`config.mk`:
```
export PLATFORM = sky130hd
export DESIGN_NAME = buck_voltage_mode_regs
export DESIGN_NICKNAME = d
export VERILOG_FILES = /design/src/verilog/buck_regs_pkg.sv /design/src/verilog/buck_voltage_mode_regs.sv
export VERILOG_INCLUDE_DIRS = /design/src /design/src/verilog
export SDC_FILE = /design/constraint.sdc
export NUM_CORES = 1
export LEC_CHECK = 0
export ABC_CLOCK_PERIOD_IN_PS = 2600
export BUFFER_PORTS_ARGS = -buffer_cell sky130_fd_sc_hd__buf_2
export CAP_MARGIN = 20
export CELL_PAD_IN_SITES_DETAIL_PLACEMENT = 2
export CELL_PAD_IN_SITES_GLOBAL_PLACEMENT = 2
export CORE_MARGIN = 2
export CORE_UTILIZATION = 37
export DETAILED_ROUTE_END_ITERATION = 16
export PLACE_DENSITY = 0.9
export REMOVE_ABC_BUFFERS = 1
export SLEW_MARGIN = 20
export SYNTH_ARGS = -nofsm -noshare
export SYNTH_HDL_FRONTEND = slang
export SYNTH_SLANG_ARGS = --single-unit
```
`constraint.sdc`:
```
create_clock -name clock -period 2.6 [get_ports clock]
set_input_delay 0.65 -clock clock [delete_from_list [all_inputs] [get_ports clock]]
set_output_delay 0.65 -clock clock [all_outputs]
set_load 0.02 [all_outputs]
```
`src/verilog/buck_regs_map.svh`:
```
// register offsets, field positions and reset values of the converter register bank
// assumes it is included by its bare name from the design
`ifndef BUCK_REGS_MAP_SVH
`define BUCK_REGS_MAP_SVH
`define FLOOR_VOLTAGE_SETTING_ADDR 2'h0
`define ROOF_VOLTAGE_SETTING_ADDR 2'h1
`define OPERATING_MODE_CONTROL_ADDR 2'h2
`define DISCHARGE_STATUS_RAMP_CONTROL_ADDR 2'h3
`define ON_BIT 7
`define SPARE_BIT 6
`define CODE_MSB 5
`define MODE_CTRL_MSB 3
`define MODE_CTRL_LSB 2
`define ROOF_CHOICE_BIT 1
`define FLOOR_CHOICE_BIT 0
`define MODE_SPARE_MSB 5
`define MODE_SPARE_LSB 4
`define DISCHARGE_BIT 6
`define GOOD_BIT 5
`define RAMP_MSB 2
`define RAMP_SPARE_MSB 4
`define RAMP_SPARE_LSB 3
`define CTRL2_SPARE_HI 7
`define ON_BIT_RESET 1'h1
`define SPARE_RESET 1'h0
`define MODE_CONTROL_RESET 8'h00
`define DISCHARGE_RESET 1'h1
`define RAMP_RESET 3'h7
`define CTRL2_SPARE_RESET 3'h0
`define MODE_DEFER 2'h0
`define MODE_FORCE_PWM 2'h2
`define REG_ADDR_HI_ZERO 6'h00
`endif

```
`src/verilog/buck_regs_pkg.sv`:
```
// types shared by the converter register bank
// assumes nothing beyond the map header
package buck_regs_pkg;
	typedef enum logic {
		op_auto_pfm_pwm,
		op_forced_pwm
	} operating_mode_t;
endpackage

```
`src/verilog/buck_voltage_mode_regs.sv`:
```
// register bank of an i2c-controlled step-down converter with its control outputs
// assumes a same-clock byte-level i2c engine in front and raw pins on enable and voltage select
//
// What this block does
// - converter runs only when converter on bit is one and power-on pin high.
// - converter on bit is one shared bit seen at bit 7 of both voltage registers.
// - floor voltage code is 6 bits in bits 5 to 0, 12.5 mV steps.
// - roof voltage code is 6 bits in bits 5 to 0, 12.5 mV steps.
// - codes reset to factory default; on bit resets to 1, spare bit 6 to 0.
// - mode field 00 defers, 01 and 11 force auto mode, 10 forces pwm.
// - with field 00 and select high, roof choice 0 gives pwm, 1 auto.
// - with select low, auto mode unless field is 10; floor choice stored but unused.
// - discharge bit drains output while disabled; no discharge when 0; resets to 1.
// - regulation good flag reads 1 while output in regulation, else 0.
// - 3-bit ramp code selects slew rate; 111 immediate; resets to 111.
// - bus access refused in hardware shutdown, available while on bit is 0.
`timescale 1ns/1ps
`include "buck_regs_map.svh"
module buck_voltage_mode_regs
	import buck_regs_pkg::*;
#(
	parameter logic [5:0] FLOOR_CODE_DEFAULT = 6'h00,
	parameter logic [5:0] ROOF_CODE_DEFAULT  = 6'h00
) (
	input  wire logic       clock,
	input  wire logic       reset,
	input  wire logic       power_on_pin,
	input  wire logic       voltage_select_pin,
	input  wire logic       output_in_regulation,
	input  wire logic       reg_write,
	input  wire logic       reg_read,
	input  wire logic [7:0] reg_address,
	input  wire logic [7:0] reg_write_data,
	output logic      [7:0] reg_read_data,
	output logic            reg_ack,
	output logic            converter_run,
	output logic            discharge_on,
	output logic      [5:0] target_code,
	output logic            forced_pwm,
	output logic      [2:0] ramp_rate_code
);

	////////////////////////////////////////////////////////////////////////////////
	// pin synchronisers
	logic [1:0] power_on_sync_r;
	logic [1:0] power_on_sync_nxt;
	logic [1:0] select_sync_r;
	logic [1:0] select_sync_nxt;
	logic [1:0] good_sync_r;
	logic [1:0] good_sync_nxt;
	logic       power_on;
	logic       select_high;

	// shift each pin through two flops
	always_comb begin
		power_on_sync_nxt = {power_on_sync_r[0], power_on_pin};
		select_sync_nxt   = {select_sync_r[0], voltage_select_pin};
		good_sync_nxt     = {good_sync_r[0], output_in_regulation};
	end

	always_ff @(posedge clock) begin
		if (reset) begin
			power_on_sync_r <= 2'h0;
			select_sync_r   <= 2'h0;
			good_sync_r     <= 2'h0;
		end else begin
			power_on_sync_r <= power_on_sync_nxt;
			select_sync_r   <= select_sync_nxt;
			good_sync_r     <= good_sync_nxt;
		end
	end

	assign power_on    = power_on_sync_r[1];
	assign select_high = select_sync_r[1];

	////////////////////////////////////////////////////////////////////////////////
	// register storage
	logic       on_bit_r;
	logic       on_bit_nxt;
	logic [1:0] spare6_r;
	logic [1:0] spare6_nxt;
	logic [5:0] floor_code_r;
	logic [5:0] floor_code_nxt;
	logic [5:0] roof_code_r;
	logic [5:0] roof_code_nxt;
	logic [5:0] mode_ctrl_r;
	logic [5:0] mode_ctrl_nxt;
	logic       discharge_r;
	logic       discharge_nxt;
	logic [2:0] ramp_r;
	logic [2:0] ramp_nxt;
	logic [2:0] ctrl2_spare_r;
	logic [2:0] ctrl2_spare_nxt;
	logic       addr_ok;
	logic       wr_go;
	logic [1:0] idx;

	assign idx     = reg_address[1:0];
	assign addr_ok = (reg_address[7:2] == `REG_ADDR_HI_ZERO);
	assign wr_go   = reg_write && power_on && addr_ok;

	// write decode; free bits simply hold what was written
	always_comb begin
		on_bit_nxt      = on_bit_r;
		spare6_nxt      = spare6_r;
		floor_code_nxt  = floor_code_r;
		roof_code_nxt   = roof_code_r;
		mode_ctrl_nxt   = mode_ctrl_r;
		discharge_nxt   = discharge_r;
		ramp_nxt        = ramp_r;
		ctrl2_spare_nxt = ctrl2_spare_r;
		if (wr_go) begin
			unique case (idx)
				`FLOOR_VOLTAGE_SETTING_ADDR: begin
					on_bit_nxt     = reg_write_data[`ON_BIT];
					spare6_nxt[0]  = reg_write_data[`SPARE_BIT];
					floor_code_nxt = reg_write_data[`CODE_MSB:0];
				end
				`ROOF_VOLTAGE_SETTING_ADDR: begin
					on_bit_nxt    = reg_write_data[`ON_BIT];
					spare6_nxt[1] = reg_write_data[`SPARE_BIT];
					roof_code_nxt = reg_write_data[`CODE_MSB:0];
				end
				`OPERATING_MODE_CONTROL_ADDR: begin
					mode_ctrl_nxt = reg_write_data[`MODE_SPARE_MSB:0]; // bits 7:6 read only
				end
				`DISCHARGE_STATUS_RAMP_CONTROL_ADDR: begin
					discharge_nxt   = reg_write_data[`DISCHARGE_BIT];
					ramp_nxt        = reg_write_data[`RAMP_MSB:0];
					ctrl2_spare_nxt = {reg_write_data[`CTRL2_SPARE_HI],
						reg_write_data[`RAMP_SPARE_MSB:`RAMP_SPARE_LSB]};
				end
			endcase
		end
	end

	// reset loads documented defaults and factory voltage codes
	always_ff @(posedge clock) begin
		if (reset) begin
			on_bit_r      <= `ON_BIT_RESET;
			spare6_r      <= {`SPARE_RESET, `SPARE_RESET};
			floor_code_r  <= FLOOR_CODE_DEFAULT;
			roof_code_r   <= ROOF_CODE_DEFAULT;
			mode_ctrl_r   <= 6'(`MODE_CONTROL_RESET); // bits 7:6 are not stored
			discharge_r   <= `DISCHARGE_RESET;
			ramp_r        <= `RAMP_RESET;
			ctrl2_spare_r <= `CTRL2_SPARE_RESET;
		end else begin
			on_bit_r      <= on_bit_nxt;
			spare6_r      <= spare6_nxt;
			floor_code_r  <= floor_code_nxt;
			roof_code_r   <= roof_code_nxt;
			mode_ctrl_r   <= mode_ctrl_nxt;
			discharge_r   <= discharge_nxt;
			ramp_r        <= ramp_nxt;
			ctrl2_spare_r <= ctrl2_spare_nxt;
		end
	end

	////////////////////////////////////////////////////////////////////////////////
	// operating mode decode
	function automatic operating_mode_t pick_mode(input logic [1:0] ctrl,
		input logic roof_choice, input logic sel_high);
		operating_mode_t m;
		m = op_auto_pfm_pwm;
		if (ctrl == `MODE_FORCE_PWM) begin
			m = op_forced_pwm;
		end else if (ctrl == `MODE_DEFER && sel_high && !roof_choice) begin
			m = op_forced_pwm;
		end
		// select low gives auto unless ctrl forces pwm; floor choice not consulted
		return m;
	endfunction

	////////////////////////////////////////////////////////////////////////////////
	// outputs and read path
	logic [7:0] rd_nxt;
	logic       ack_nxt;
	logic       run_nxt;
	logic       dis_nxt;
	logic [5:0] tgt_nxt;
	logic       pwm_nxt;

	always_comb begin
		run_nxt = on_bit_r && power_on;
		dis_nxt = discharge_r && !run_nxt;
		tgt_nxt = select_high ? roof_code_r : floor_code_r;
		pwm_nxt = (pick_mode(mode_ctrl_r[`MODE_CTRL_MSB:`MODE_CTRL_LSB],
			mode_ctrl_r[`ROOF_CHOICE_BIT], select_high) == op_forced_pwm);
		ack_nxt = (reg_write || reg_read) && power_on && addr_ok;
		rd_nxt  = reg_read_data;
		if (reg_read && power_on) begin
			rd_nxt = 8'h00;
			if (addr_ok) begin
				unique case (idx)
					`FLOOR_VOLTAGE_SETTING_ADDR:
						rd_nxt = {on_bit_r, spare6_r[0], floor_code_r};
					`ROOF_VOLTAGE_SETTING_ADDR:
						rd_nxt = {on_bit_r, spare6_r[1], roof_code_r};
					`OPERATING_MODE_CONTROL_ADDR:
						rd_nxt = {2'h0, mode_ctrl_r};
					`DISCHARGE_STATUS_RAMP_CONTROL_ADDR:
						rd_nxt = {ctrl2_spare_r[2], discharge_r, good_sync_r[1],
							ctrl2_spare_r[1:0], ramp_r};
				endcase
			end
		end
	end

	always_ff @(posedge clock) begin
		if (reset) begin
			reg_read_data  <= 8'h00;
			reg_ack        <= 1'h0;
			converter_run  <= 1'h0;
			discharge_on   <= 1'h0;
			target_code    <= 6'h00;
			forced_pwm     <= 1'h0;
			ramp_rate_code <= `RAMP_RESET;
		end else begin
			reg_read_data  <= rd_nxt;
			reg_ack        <= ack_nxt;
			converter_run  <= run_nxt;
			discharge_on   <= dis_nxt;
			target_code    <= tgt_nxt;
			forced_pwm     <= pwm_nxt;
			ramp_rate_code <= ramp_r;
		end
	end

endmodule

```
# ---- Word level (Yosys, flattened, before mapping)
# Cells that the tools add are included.
dict set report classes {
  n_reduce_logical 21
  muxes 5
  eq_ne 4
}
# operator n
set ops {}
lappend ops {{one-hot mux 8 bit (4 select lines)} 1}
lappend ops {{AND reduction 2 bit} 5}
lappend ops {{logical AND 1 bit} 9}
lappend ops {{2-to-1 mux 8 bit} 1}
lappend ops {{== test 2 bit, second input constant} 3}
lappend ops {{logical NOT 6 bit} 1}
lappend ops {{2-to-1 mux 6 bit} 1}
lappend ops {{logical NOT 2 bit} 2}
lappend ops {{== test 2 x 1 -> 1 bit, second input constant} 1}
lappend ops {{logical NOT 1 bit} 2}
lappend ops {{2-to-1 mux 1 bit} 2}
lappend ops {{OR reduction 2 bit} 1}
lappend ops {{logical OR 1 bit} 1}
dict set report word_totals {
  out_inout_bits 21
  word_cells 49
  register_bits 55
}

# ---- Depth between registers and ports, before layout
dict set report logic_depth {
  depth_word 5
  ltp_mapped 5
  ltp_nobuf 3
}

# ---- Worst setup path after synthesis
# No wires, ideal clock.
dict set report synth_timing {
  kind {input -> register}
  from {input port reg_address[3]}
  to {register reg_read_data[6]}
  setup_time_ns 0.061
  path_buffers 1
  t_arrival_ns 1.795
  cell_stages 4
  setup_slack_ns 0.744
  cell_sequence {or4_4 > buf_6 > nor4_4 > a32o_1}
}
dict set report synth_via {
  elab_chain_cells 2
}
# element line_no
set synth_lines {}
lappend synth_lines {{start, declared} buck_voltage_mode_regs.sv:32} ;# input wire logic [7:0] reg_address,
lappend synth_lines {{logical NOT 6 bit (no line)} --}
lappend synth_lines {{2-to-1 mux 8 bit} buck_voltage_mode_regs.sv:194} ;# if (addr_ok) begin
lappend synth_lines {{end signal, assigned} buck_voltage_mode_regs.sv:220} ;# reg_read_data <= rd_nxt;
lappend synth_lines {{end, declared} buck_voltage_mode_regs.sv:34} ;# output logic [7:0] reg_read_data,
# Every way passes these cells.
# A chain may end at the register's enable or synchronous reset.

# ---- Final worst setup path
dict set report layout_timing {
  from {input port reg_address[3]}
  to {register reg_read_data[1]}
}
# The elaborated chain is that of the path after synthesis.

==> impl_metrics.yaml <==
synth:
  ys_seq_elements: 55
  syn-cell-area_mm2: 0.00223
  yosys_warnings: 0
  seq_area_frac_synth: 0.494
  synthCells: 206
  synth_edf_count: 0
  avgSynthCellArea_um2: 10.8
  async_reset_ff_frac: 0
  synth_cell_types: 33
  ys.flop_type: "dfxtp_1"
critical_path:
  start_kind: "primary input"
  cp_slowest_cell: "or4_4"
  cp_num_buf_inv: 1
  slowest_delay_ns: 0.61
  end_kind: "flop"
  path_delay_family: "simple AND/OR/NAND/NOR gates"
  cp_max_fo: 8
  worstPathRequired_ns: 2.87
  cp_cell_sequence: "buf_2 -> or4_4 -> nor4_4 -> a32o_1"
  crit_type: "in2reg"
  critPathArrivalTime_ns: 2.11
global_route:
  grtUsageTotal: 0.206
  grt_max_degree: 36
  grt_pass1_wl_um: 10100
  grt_antenna_before_repair: 0
  overflow: 0
  first_global_vias: 1895
hold_path:
  hp-class: "reg2reg"
job:
  drv_cap: 0
timing:
  fin_crit_ns: 1.85
  fin_crit_sh: 0.710
  setup_viol: 0
  timing.fmax_mhz: 542
  slew_headroom: 0.604
  layout_setup_ws_ns: 0.755
  slew_violations: 0
  tns_ns: 0
  final-hold-violation-count: 0
  tightest_slew_ns: 0.594
  grt_setup_unrepaired: "false"
  skew_ns: 0.00920
place:
  place_ws_ns: 0.440
  placed_cells: 315
  place.gp.congestion: 0.774
  hpwl_um: 4410
  numPortBuffers: 43
cts:
  cts.sinks: 55
  cts_htree_levels: 2
  clk_path_buf_depth: 2
  cts-resized-gates: 0
  clk_latency_ns: 0.32
  numCtsBuffers: 5
  postCtsHoldBufs: 0
  cts_setup_buffers: 0
  clockRootBuffer: "clkbuf_8"
  path_clk_slew_ns: 0.11
  tritoncts: "built"
route:
  drc: 0
  vias: 1726
  avgRoutedWirePerCell_um: 19.2
  first_pass_iters: 4
  vias_per_cell: 5.34
  dr.first_iter.drc_count: 66
  drt_wl_total_um: 6200
  ant_nets: 0
power_and_ir_drop:
  vdd_drop_max_uv: 221
  leakage_nw: 1.15
  power_density_mw_per_mm2: 564
layout:
  multiInputGateArea_mm2: 0.00106
  fin_nets: 270
  final_cells: 323
  seqCellArea_mm2: 0.00110
  drive_gt1_frac: 0.298
  num_antenna_cells: 0
  syn2layout_area_growth_pct: 17.0
  fill_cells: 660
floorplanning:
  rows: 28
  core_mm2: 0.00589
  fp.dieH_um: 81.7
  die_area_mm2: 0.00667
  start_util: 0.379
  ios: 44
  fp.dieW_um: 81.7
outcome:
  status: "finished, final reports clean"
[layout by cell type (no fill, tap or decap), types with 2 or more instances in the layout]
| cell type | synthesis | routed |
|---|---|---|
| dfxtp_1 | 55 | 55 |
| buf_2 | 2 | 43 |
| mux2i_1 | 29 | 29 |
| nand2_1 | 29 | 29 |
| nor2_1 | 16 | 16 |
| nor2b_1 | 8 | 8 |
| a32o_1 | 7 | 7 |
| a21oi_1 | 6 | 6 |
| mux4_2 | 6 | 6 |
| clkbuf_8 | 0 | 6 |
| or2_2 | 4 | 4 |
| buf_4 | 0 | 4 |
| nand2b_1 | 3 | 3 |
| nand4_4 | 3 | 3 |
| a31oi_1 | 3 | 3 |
| nand3_1 | 3 | 3 |
| nor4_4 | 2 | 2 |
| nand4_1 | 2 | 2 |
| nor4_1 | 2 | 2 |
| a31o_1 | 2 | 2 |
[cells by family after synthesis]
logic type             count (synthesis)  share of synthesized area
AND/OR/NAND/NOR                       79                      0.210
flip-flops                            55                      0.494
multiplexers                          35                      0.191
AO/OA/AOI/OAI                         22                     0.0757
buffers and inverters                 15                     0.0297
[where the power goes]
part	leakage [nW]	switching [mW]	internal, mW
combinational	0.656	0.0640	0.0360
sequential	0.445	0.00449	0.848
clock	0.0474	0.300	0.218
total	1.15	0.369	1.10
[layer usage]
layer  GRT usage  routed length (µm)  share of wire
met4      0.0667                 102          0.016
met5           0                   0              0
met3      0.0374                 175          0.028
met1       0.249                2670           0.43
met2       0.368                3260           0.52
[worst paths after layout]
check	from	slack, ns	end	depth (start not counted)
worst max-delay path	reg_address[3]	0.75	reg_read_data[1]	4
worst min register to register	power_on_sync_r[0]	0.45	power_on_sync_r[1]	1
worst max register to register	power_on_sync_r[1]	1.01	reg_read_data[1]	3
worst min-delay path	power_on_sync_r[0]	0.45	power_on_sync_r[1]	1
[synthesized netlist by cell type (all sizes together) (2+ instances only)]
master / instances / area share
mux4: 6 / 0.061
nor2: 16 / 0.027
dfxtp: 55 / 0.49
nand4: 5 / 0.034
a31o: 2 / 0.0079
clkbuf: 10 / 0.017
a31oi: 3 / 0.0084
nand2b: 3 / 0.0084
buf: 3 / 0.0095
nor2b: 8 / 0.022
a21oi: 6 / 0.013
mux2i: 29 / 0.13
or2: 4 / 0.011
a32o: 7 / 0.031
nand3: 3 / 0.0067
nor4: 5 / 0.030
inv: 2 / 0.0034
nor3: 2 / 0.0067
nand2: 29 / 0.049
[registers in the layout (all words and copies together), names as in the netlist, 2 cells and up]
| register | cells |
|---|---|
| ramp_r | 3 |
| target_code | 6 |
| spare6_r | 2 |
| floor_code_r | 6 |
| mode_ctrl_r | 6 |
| roof_code_r | 6 |
| reg_read_data | 8 |
| select_sync_r | 2 |
| ctrl2_spare_r | 3 |
| power_on_sync_r | 2 |
| ramp_rate_code | 3 |
| good_sync_r | 2 |
[metrics by stage]
| step | hold WS (ns) | total power, mW | cell area [µm²] | util |
|---|---|---|---|---|
| CTS | 0.461 | 1.48 | 2610 | 0.443 |
| global route | 0.463 | 1.53 | 2610 | 0.443 |
| floorplan | 0.414 | 0.915 | 2170 | - |
| detailed placement | 0.437 | 0.973 | 2510 | 0.427 |
| global placement | 0.416 | 0.970 | 2510 | 0.427 |
| finish | 0.453 | 1.47 | 2610 | 0.443 |
[final cells by class]
cell class | count | area share
flip-flops and latches | 55 | 0.422
multi-input cells | 136 | 0.407
repair buffers | 47 | 0.0940
well taps | 75 | 0.0360
clock buffers | 6 | 0.0316
clock inverters | 2 | 0.00623
inverters | 2 | 0.00288
(Power assumes the default switching activity.)
